### src/design/pgm_params.svh
// Register offsets, field positions and factory defaults for the mask block
`ifndef PGM_PARAMS_SVH
`define PGM_PARAMS_SVH
`define PGM_ADDR_W 8
`define PGM_DATA_W 8
`define PGM_OFF_FOUR_RAIL 8'ha6
`define PGM_OFF_FOUR_AUX 8'ha7
`define PGM_OFF_TWO_RAIL 8'ha8
`define PGM_OFF_TWO_AUX 8'ha9
`define PGM_OFF_STATUS 8'haa
`define PGM_BIT_LDO2 7
`define PGM_BIT_SWA 6
`define PGM_BIT_BUCK_HI 5
`define PGM_BIT_BUCK_LO 0
`define PGM_BIT_CONTROL_INPUT_FIVE 7
`define PGM_BIT_CONTROL_INPUT_FOUR 6
`define PGM_BIT_CONTROL_INPUT_TWO 5
`define PGM_BIT_CONTROL_INPUT_ONE 4
`define PGM_BIT_VTT 3
`define PGM_BIT_SHARED 2
`define PGM_BIT_LOAD_SWITCH_B_ONE 1
`define PGM_BIT_LDO3 0
`define PGM_BIT_OUT_FOUR 0
`define PGM_BIT_OUT_TWO 1
`define PGM_VARIANT_W 2
`define PGM_VARIANT_LOAD_SWITCH_B_TWO 2'h3
`define PGM_VAR0_FOUR_RAIL 8'hf7
`define PGM_VAR1_FOUR_RAIL 8'hbf
`define PGM_VAR2_FOUR_RAIL 8'hf7
`define PGM_VAR3_FOUR_RAIL 8'hff
`define PGM_VAR0_FOUR_AUX 8'hbf
`define PGM_VAR1_FOUR_AUX 8'hff
`define PGM_VAR2_FOUR_AUX 8'h7f
`define PGM_VAR3_FOUR_AUX 8'hff
`define PGM_VAR0_TWO_RAIL 8'hdf
`define PGM_VAR1_TWO_RAIL 8'heb
`define PGM_VAR2_TWO_RAIL 8'hdf
`define PGM_VAR3_TWO_RAIL 8'hc0
`define PGM_VAR_TWO_AUX 8'h3f
`define PGM_ZERO8 8'h00
`define PGM_MASK_ALL 8'hff
`endif

### src/design/pgm_pkg.sv
// Types shared by the power-good mask block
package pgm_pkg;
	typedef struct packed {
		logic [7:0] addr;
		logic [7:0] wdata;
		logic wr;
		logic rd;
	} pgm_bus_req_t;
	typedef struct packed {
		logic second_aux_ldo;
		logic load_switch_a;
		logic [5:0] step_down_rail;
		logic first_aux_ldo;
		logic third_aux_ldo;
		logic load_switch_b_one;
		logic load_switch_b_two;
		logic ddr_termination_ldo;
	} pgm_rail_pg_t;
	typedef struct packed {
		logic control_input_five;
		logic control_input_four;
		logic control_input_two;
		logic control_input_one;
	} pgm_ctl_pins_t;
endpackage

### src/design/pgm_top.sv
// Power-good output masking with register port
`timescale 1ns/1ps
`include "pgm_params.svh"
// Overview of operation
// - Output four rail mask bit 7 masks second auxiliary LDO.
// - Output four rail mask bit 6 masks load switch A.
// - Output four rail mask bits 5..0 mask step-down rails six..one.
// - Output four aux mask bits 7..4 mask control pins five,four,two,one.
// - Output four aux mask bit 3 masks DDR termination LDO.
// - Aux bit 2 masks load switch B two or first aux LDO by variant.
// - Aux bit 1 masks load switch B one, bit 0 third aux LDO.
// - Output two rail mask uses the same rail layout.
// - Output four rail mask at A6h, variant factory default.
// - Output four aux mask at A7h, variant default, read/write.
// - Output two rail mask at A8h, variant default, read/write.
// - Output two aux mask at A9h, same layout as output four's.
module pgm_top
#(
	parameter logic [1:0] VARIANT = 2'h0
)
(
	input wire logic sys_clk,
	input wire logic rst,
	input wire pgm_pkg::pgm_bus_req_t bus_req,
	output logic [7:0] rdata,
	input wire pgm_pkg::pgm_rail_pg_t rail_pg_async,
	input wire pgm_pkg::pgm_ctl_pins_t ctl_pins_async,
	output logic pg_output_four,
	output logic pg_output_two
);
	import pgm_pkg::*;

	logic [7:0] four_rail_reg;
	logic [7:0] four_aux_reg;
	logic [7:0] two_rail_reg;
	logic [7:0] two_aux_reg;
	logic [7:0] four_rail_next;
	logic [7:0] four_aux_next;
	logic [7:0] two_rail_next;
	logic [7:0] two_aux_next;
	logic [7:0] rdata_next;
	logic [7:0] rdata_reg;
	logic loaded_reg;
	logic four_reg;
	logic two_reg;
	pgm_rail_pg_t rail_s1_reg;
	pgm_rail_pg_t rail_s2_reg;
	pgm_ctl_pins_t ctl_s1_reg;
	pgm_ctl_pins_t ctl_s2_reg;

	// Factory defaults chosen by variant
	logic [7:0] def_four_rail;
	logic [7:0] def_four_aux;
	logic [7:0] def_two_rail;
	assign def_four_rail = (VARIANT == 2'h0) ? `PGM_VAR0_FOUR_RAIL :
		(VARIANT == 2'h1) ? `PGM_VAR1_FOUR_RAIL :
		(VARIANT == 2'h2) ? `PGM_VAR2_FOUR_RAIL : `PGM_VAR3_FOUR_RAIL;
	assign def_four_aux = (VARIANT == 2'h0) ? `PGM_VAR0_FOUR_AUX :
		(VARIANT == 2'h1) ? `PGM_VAR1_FOUR_AUX :
		(VARIANT == 2'h2) ? `PGM_VAR2_FOUR_AUX : `PGM_VAR3_FOUR_AUX;
	assign def_two_rail = (VARIANT == 2'h0) ? `PGM_VAR0_TWO_RAIL :
		(VARIANT == 2'h1) ? `PGM_VAR1_TWO_RAIL :
		(VARIANT == 2'h2) ? `PGM_VAR2_TWO_RAIL : `PGM_VAR3_TWO_RAIL;

	// Address decode
	logic hit_four_rail;
	logic hit_four_aux;
	logic hit_two_rail;
	logic hit_two_aux;
	logic hit_status;
	assign hit_four_rail = bus_req.addr == `PGM_OFF_FOUR_RAIL;
	assign hit_four_aux = bus_req.addr == `PGM_OFF_FOUR_AUX;
	assign hit_two_rail = bus_req.addr == `PGM_OFF_TWO_RAIL;
	assign hit_two_aux = bus_req.addr == `PGM_OFF_TWO_AUX;
	assign hit_status = bus_req.addr == `PGM_OFF_STATUS;

	// Next register values from writes
	assign four_rail_next = (bus_req.wr && hit_four_rail) ?
		bus_req.wdata : four_rail_reg;
	assign four_aux_next = (bus_req.wr && hit_four_aux) ?
		bus_req.wdata : four_aux_reg;
	assign two_rail_next = (bus_req.wr && hit_two_rail) ?
		bus_req.wdata : two_rail_reg;
	assign two_aux_next = (bus_req.wr && hit_two_aux) ?
		bus_req.wdata : two_aux_reg;

	// Status: current output levels in the low bits
	logic [7:0] status_word;
	assign status_word = {6'h00, two_reg, four_reg};

	// Read mux; unmapped addresses read zero
	assign rdata_next = !bus_req.rd ? `PGM_ZERO8 :
		hit_four_rail ? four_rail_reg :
		hit_four_aux ? four_aux_reg :
		hit_two_rail ? two_rail_reg :
		hit_two_aux ? two_aux_reg :
		hit_status ? status_word : `PGM_ZERO8;

	// Masks reset to all-masked, then load factory defaults once
	always_ff @(posedge sys_clk or posedge rst)
	begin
		if (rst)
		begin
			four_rail_reg <= `PGM_MASK_ALL;
			four_aux_reg <= `PGM_MASK_ALL;
			two_rail_reg <= `PGM_MASK_ALL;
			two_aux_reg <= `PGM_MASK_ALL;
			loaded_reg <= 1'b0;
		end
		else if (!loaded_reg)
		begin
			four_rail_reg <= def_four_rail;
			four_aux_reg <= def_four_aux;
			two_rail_reg <= def_two_rail;
			two_aux_reg <= `PGM_VAR_TWO_AUX;
			loaded_reg <= 1'b1;
		end
		else
		begin
			four_rail_reg <= four_rail_next;
			four_aux_reg <= four_aux_next;
			two_rail_reg <= two_rail_next;
			two_aux_reg <= two_aux_next;
		end
	end

	// Read data register
	always_ff @(posedge sys_clk or posedge rst)
	begin
		if (rst)
			rdata_reg <= `PGM_ZERO8;
		else
			rdata_reg <= rdata_next;
	end

	// Two-flop synchronisers for rail and pin inputs
	always_ff @(posedge sys_clk or posedge rst)
	begin
		if (rst)
		begin
			rail_s1_reg <= '0;
			rail_s2_reg <= '0;
			ctl_s1_reg <= '0;
			ctl_s2_reg <= '0;
		end
		else
		begin
			rail_s1_reg <= rail_pg_async;
			rail_s2_reg <= rail_s1_reg;
			ctl_s1_reg <= ctl_pins_async;
			ctl_s2_reg <= ctl_s1_reg;
		end
	end

	// Rail good vector in mask bit order
	logic [7:0] rail_good;
	logic shared_good;
	logic [7:0] aux_good;
	assign rail_good[`PGM_BIT_LDO2] = rail_s2_reg.second_aux_ldo;
	assign rail_good[`PGM_BIT_SWA] = rail_s2_reg.load_switch_a;
	assign rail_good[`PGM_BIT_BUCK_HI:`PGM_BIT_BUCK_LO] =
		rail_s2_reg.step_down_rail;
	// Shared source differs by variant
	assign shared_good = (VARIANT == `PGM_VARIANT_LOAD_SWITCH_B_TWO) ?
		rail_s2_reg.load_switch_b_two : rail_s2_reg.first_aux_ldo;
	assign aux_good[`PGM_BIT_CONTROL_INPUT_FIVE] = ctl_s2_reg.control_input_five;
	assign aux_good[`PGM_BIT_CONTROL_INPUT_FOUR] = ctl_s2_reg.control_input_four;
	assign aux_good[`PGM_BIT_CONTROL_INPUT_TWO] = ctl_s2_reg.control_input_two;
	assign aux_good[`PGM_BIT_CONTROL_INPUT_ONE] = ctl_s2_reg.control_input_one;
	assign aux_good[`PGM_BIT_VTT] = rail_s2_reg.ddr_termination_ldo;
	assign aux_good[`PGM_BIT_SHARED] = shared_good;
	assign aux_good[`PGM_BIT_LOAD_SWITCH_B_ONE] = rail_s2_reg.load_switch_b_one;
	assign aux_good[`PGM_BIT_LDO3] = rail_s2_reg.third_aux_ldo;

	// Two trees with their own masks
	logic four_good;
	logic two_good;
	pgm_tree u_four
	(
		.rail_mask(four_rail_reg),
		.aux_mask(four_aux_reg),
		.rail_good(rail_good),
		.aux_good(aux_good),
		.good(four_good)
	);
	pgm_tree u_two
	(
		.rail_mask(two_rail_reg),
		.aux_mask(two_aux_reg),
		.rail_good(rail_good),
		.aux_good(aux_good),
		.good(two_good)
	);

	// Registered outputs, held low until defaults are loaded
	always_ff @(posedge sys_clk or posedge rst)
	begin
		if (rst)
		begin
			four_reg <= 1'b0;
			two_reg <= 1'b0;
		end
		else
		begin
			four_reg <= loaded_reg & four_good;
			two_reg <= loaded_reg & two_good;
		end
	end

	assign pg_output_four = four_reg;
	assign pg_output_two = two_reg;
	assign rdata = rdata_reg;
endmodule

### src/design/pgm_tree.sv
// One masked power-good tree: rail mask plus auxiliary mask
`timescale 1ns/1ps
`include "pgm_params.svh"
module pgm_tree
(
	input wire logic [7:0] rail_mask,
	input wire logic [7:0] aux_mask,
	input wire logic [7:0] rail_good,
	input wire logic [7:0] aux_good,
	output logic good
);
	logic [15:0] term;
	genvar i;
	// A contributor passes if it is masked or reports good
	generate
		for (i = 0; i < 8; i = i + 1)
		begin : g_bit
			assign term[i] = rail_mask[i] | rail_good[i];
			assign term[i + 8] = aux_mask[i] | aux_good[i];
		end
	endgenerate
	assign good = &term;
endmodule

### config.mk
export PLATFORM = sky130hd
export DESIGN_NAME = pgm_top
export DESIGN_NICKNAME = d
export VERILOG_FILES = /design/src/design/pgm_pkg.sv /design/src/design/pgm_top.sv /design/src/design/pgm_tree.sv
export VERILOG_INCLUDE_DIRS = /design/src /design/src/design
export SDC_FILE = /design/constraint.sdc
export NUM_CORES = 1
export LEC_CHECK = 0
export BUFFER_PORTS_ARGS = -buffer_cell sky130_fd_sc_hd__buf_4
export CORE_AREA = 2 2 76 78
export CTS_BUF_LIST = sky130_fd_sc_hd__clkbuf_4
export CTS_CLUSTER_SIZE = 12
export DETAILED_ROUTE_END_ITERATION = 10
export DIE_AREA = 0 0 78 80
export PLACE_DENSITY = 0.77
export SLEW_MARGIN = 25
export SYNTH_ARGS = -nofsm -noshare
export SYNTH_HDL_FRONTEND = slang
export SYNTH_SLANG_ARGS = --single-unit
### constraint.sdc
create_clock -name sys_clk -period 2.4 [get_ports sys_clk]
set_clock_uncertainty 0.1 [all_clocks]
set_input_delay 0.12 -clock sys_clk [delete_from_list [all_inputs] [get_ports sys_clk]]
set_output_delay 0.12 -clock sys_clk [all_outputs]
set_load 0.01 [all_outputs]
Word-level counts from Yosys, hierarchy flattened

Cells that the tools add are included.

Bits in registers: 75
Input bits: 37

Equality and inequality tests: 9
Muxes and demuxes: 14
Bitwise gates (word level): 34
Reductions and logical operators: 6

Operator list:

| kind               | count |
|---|---|
| $mux 8             | 13 |
| $eq 8x8->1 const B | 5 |
| $or 1x1->1         | 32 |
| $reduce_and 16->1  | 2 |
| $ne 2x1->1 const B | 4 |
| $logic_and 1x1->1  | 4 |
| $and 1x1->1        | 2 |
| $mux 2             | 1 |

Depth between registers and ports, before layout

Depth after elaboration: 7
Depth in mapped cells: 7
Depth with buffers taken out: 4

By module

Synthesis repeated with hierarchy kept, for this count alone.

Cells, all modules: 233
Area total of the unflattened synthesis: 2972.9 sq um

Modules (own cells, without submodules):

| module   | instances | cells each | area each (sq um) | sequential area each (sq um) |
|---|---|---|---|---|
| pgm_top  | 1         | 207        | 2825.2            | 1916.8 |
| pgm_tree | 2         | 13         | 73.8              | 0.0 |

Least setup slack after synthesis

Ideal clock, no wire load.

Kind: input -> register
From: input bus_req[16] (netlist name)
To: register rdata_reg[0] (netlist: rdata[0])
Library setup time: 0.120 ns
Arrival time: 1.103 ns
Setup slack: 1.077 ns
Stages: 6
Cells stage by stage: and4bb_2 buf_4 nand2_2 or2_1 buf_6 o211a_1

Longest elaborated chain between the ends: 7
Elaborated cells between the ends (all ways): 11
Classes of those cells: eq/ne (5); mux (6)

Ends and longest elaborated chain:

| item                               | RTL line       | text |
|---|---|---|
| start, declared                    | pgm_top.sv:24  | `input wire pgm_pkg::pgm_bus_req_t bus_req,` |
| $eq 8x8->1 (no line)               | n/a            |  |
| $mux 2 (no line)                   | n/a            |  |
| $mux 8 (no line) (3 in series)     | n/a            |  |
| $mux 8 (no line) (*) (2 in series) | n/a            |  |
| named net rdata_next[0]            | pgm_top.sv:41  | `logic [7:0] rdata_next;` |
| end signal, assigned               | pgm_top.sv:131 | `` rdata_reg <= `PGM_ZERO8; `` |
| end signal, assigned               | pgm_top.sv:133 | `rdata_reg <= rdata_next;` |
| end, declared                      | pgm_top.sv:42  | `logic [7:0] rdata_reg;` |

Mark *: on every way through the listed nets, which the timed path passes. The rest lies on a longest branch.
A chain may end at the register's enable or synchronous reset.

Worst setup path in the final report

From: register four_aux_reg[0]
To: register four_reg (netlist: pg_output_four)

Longest elaborated chain between the ends: 3

Ends and longest elaborated chain:

| item                   | RTL line       | text |
|---|---|---|
| start, declared        | pgm_top.sv:34  | `logic [7:0] four_aux_reg;` |
| start signal, assigned | pgm_top.sv:105 | `` four_aux_reg <= `PGM_MASK_ALL; `` |
| start signal, assigned | pgm_top.sv:113 | `four_aux_reg <= def_four_aux;` |
| start signal, assigned | pgm_top.sv:121 | `four_aux_reg <= four_aux_next;` |
| $or 1x1->1             | pgm_tree.sv:19 | `assign term[i + 8] = aux_mask[i] \| aux_good[i];` |
| $reduce_and 16->1      | pgm_tree.sv:22 | `assign good = &term;` |
| $and 1x1->1            | pgm_top.sv:205 | `four_reg <= loaded_reg & four_good;` |
| end signal, assigned   | pgm_top.sv:205 |  |
| end, declared          | pgm_top.sv:44  | `logic four_reg;` |

No other way between the ends.

==> flow_summary_export.csv <==
group,metric,value,unit
setup_path,cp_data_required_time,2.66,ns
final_layout,final_cells,389,
setup_path,cp-startpoint,"four_aux_reg[0]",
global_route,antenna_found_initial,0,
pwr,finalPower,2.21,mW
drt,firstDrtPassIters,4,
final_layout,n_antenna_cell,0,
yosys,synth_edf_count,0,
clock_network,clock_latency,0.41,ns
yosys,syn-cell-area,0.00298,mm^2
sta,drv_slew,0,
yosys,synth.yosys.warnings,0,
drt,drc,0,
drt,ant_nets,0,
drt,first_iter_violations,298,
pwr,seq_power_share,0.597,
setup_path,crit_chain,"o22ai_1 -> nor4_1 -> o2111a_1",
setup_path,critPathMaxStageDelay,0.59,ns
sta,fin_crit_sh,0.592,
drt,wl_per_cell,17.5,um
place,io_buffers,45,
drt,wl,6820,um
final_layout,layout.nets,349,
clock_network,clock_path_buffers,2,
global_route,grt_pass1_vias,2287,
yosys,synth_area_leaders,"dfrtp_1, dfstp_2, mux2i_1, nand2_1, o22ai_1",
yosys,avgSynthCellArea,12.5,um^2
setup_path,r2r-start,"four_aux_reg[0]",
setup_path,path_max_fanout,3,
clock_network,root_buffer,"clkbuf_4",
yosys,synth.distinct_cells,33,
sta,slew_headroom,0.567,
yosys,yosys.area.top_type,"dfrtp_1",
setup_path,crit_path_start_kind,"register",
setup_path,crit_slowest_cell,"dfstp_2",
pwr,pwr-share-comb,0.079,
setup_path,crit_arrival,1.68,ns
clock_network,cts_setup_buffers,0,
sta,tns,0,ns
final_layout,area_growth,26.1,%
yosys,ys_seq_area_frac,0.644,
sta,period_minus_slack,1.42,ns
clock_network,htreeDepth,3,
yosys,synth_seq_cells,75,
global_route,grt_usage,0.246,
pwr,power_switching_share,0.232,
min_path,hold_start,"bus_req[10]",
die,die_w,78,um
pwr,power_frac_clock,0.324,
die,die_h,80,um
global_route,grt_max_degree,76,
clock_network,cts_buffers,9,
global_route,grt_pass1_wl,11300,um
place,gp_congestion,0.849,
final_layout,largest_register_ffs,12,
place,dp.cells,347,
sta,holdWs,0.0298,ns
yosys,synthesis.nets,276,
yosys,synth_flop_cell,"dfrtp_1",
setup_path,crit_type,"register to register",
clock_network,cts_resized,0,
pwr,power.internal,1.70,mW
pwr,p_switching,0.513,mW
global_route,gr-total-overflow,0,
clock_network,clock_sinks,75,
drt,vias_per_cell,5.65,
die,dieArea,0.00624,mm^2
clock_network,cts_tree,"yes",
sta,rsz0062_at_grt,"no",
setup_path,cp.buffers_inverters,0,
drt,num_vias,2197,
pwr,powerDensity,589,mW/mm^2
setup_path,cp_top_family,"flip-flops",
sta,worst_pin_slew,0.649,ns
sta,hold_violations,0,
yosys,postSynth.asyncResetShare,1.00,
place,dp_hpwl,4440,um
pwr,max-vdd-ir-drop,0.430,mV
die,coreArea,0.00541,mm^2
clock_network,path_clk_slew,0.12,ns
sta,setup_viol,0,
die,ios,47,
yosys,synth_top_area_share,0.361,
die,row_count,27,
min_path,worstHoldPathType,"primary input to register",
die,initial_utilization,0.551,
pwr,power_leakage,1.83,nW
flow_run,maxCapViolCount,0,
setup_path,end_kind,"register",
outcome,outcome,"complete, no violations",
yosys,netlist_instances,239,
sta,max_freq,0.704,GHz
final_layout,drive_gt1_frac,0.322,
==> cell usage after synthesis, types with 3 or more instances <==
library cell	number
nand3_1	9
nor2b_1	6
dfrtp_1	43
a22oi_1	6
a21oi_1	6
clkbuf_1	5
o211a_1	8
buf_4	5
o21ai_0	7
o22ai_1	16
nor4_1	3
dfstp_2	32
nand2_1	39
nor2_1	6
mux2i_1	25
==> placed cells by master (no fill, tap or decap), drive strengths merged, types with 3 or more instances in the layout <==
| cell | netlist | routed |
|---|---|---|
| clkbuf | 5 | 9 |
| nor2b | 6 | 6 |
| clkinv | 0 | 5 |
| dfrtp | 43 | 43 |
| o22ai | 16 | 16 |
| a22oi | 6 | 6 |
| o21ai | 8 | 8 |
| buf | 9 | 50 |
| nand2 | 40 | 40 |
| nor2 | 6 | 6 |
| o211a | 8 | 8 |
| nor4 | 3 | 3 |
| mux2i | 25 | 25 |
| dfstp | 32 | 32 |
| a21oi | 6 | 6 |
| nand3 | 9 | 9 |
| dlygate4sd3 | 0 | 26 |
==> cell type report <==
cell class,instances,area [um^2]
flip-flops and latches,75,1920
clock inverters,7,58.8
repair buffers,76,648
clock buffers,9,67.6
inverters,1,3.75
well taps,72,90.1
multi-input cells,149,968
fillers,429,1650
==> power groups by stage <==
stage,Combinational (mW),Sequential (mW),Clock (mW)
after global routing,0.190,1.32,0.795
after detailed placement,0.139,1.34,0
after CTS,0.173,1.32,0.736
final,0.174,1.32,0.717
after floorplan,0.0686,1.33,0
after global placement,0.135,1.34,0
==> routing by layer <==
metal	share of wire	vias to the layer above	wire length, um	track usage
met5	0	-	0	0
met4	0.037	0	250	0.135
met3	0.078	24	535	0.0373
met2	0.49	127	3330	0.402
met1	0.40	1052	2710	0.317
li1	-	994	-	-
==> final timing paths <==
check                                 end  slack [ns]  depth (start not counted)
min in group asynchronous  rail_s1_reg[6]        0.24                          4
min                              rdata[5]        0.03                          3
max reg2reg                pg_output_four        0.98                          3
min reg2reg                  rail_good[7]        0.26                          0
max                        pg_output_four        0.98                          3
max in group asynchronous  two_aux_reg[4]        1.62                          4
==> worst register-to-register path, delay by kind of cell (launching register included) <==
| family | cells | cell delay [ns] |
|---|---|---|
| flip-flops | 1 | 0.59 |
| AND/OR/NAND/NOR | 1 | 0.34 |
| AO/OA/AOI/OAI | 2 | 0.35 |
==> cell families (layout without fill, tap and decap cells) <==
family | count (synthesis) | after routing | share of synthesized area
multiplexers | 25 | 25 | 0.0841
buffers and inverters | 15 | 93 | 0.0307
AO/OA/AOI/OAI | 49 | 49 | 0.114
AND/OR/NAND/NOR | 74 | 74 | 0.126
flip-flops | 75 | 75 | 0.644
other | 1 | 1 | 0.00126
==> per-stage QoR <==
step	setup WS, ns	cell area [um^2]	utilization
after floorplan	0.323	2980	-
after global placement	0.817	3370	0.623
after detailed placement	0.788	3370	0.623
after CTS	1.00	3750	0.694
after global routing	0.909	3750	0.694
final	0.980	3750	0.694
==> what timing repair did <==
item | in CTS | in global routing
endpoints found under the hold margin | 125 | 0
hold buffers | 26 | 0
setup endpoints to repair | 0 | 0
Note: power is estimated with default switching activity, not from simulation.
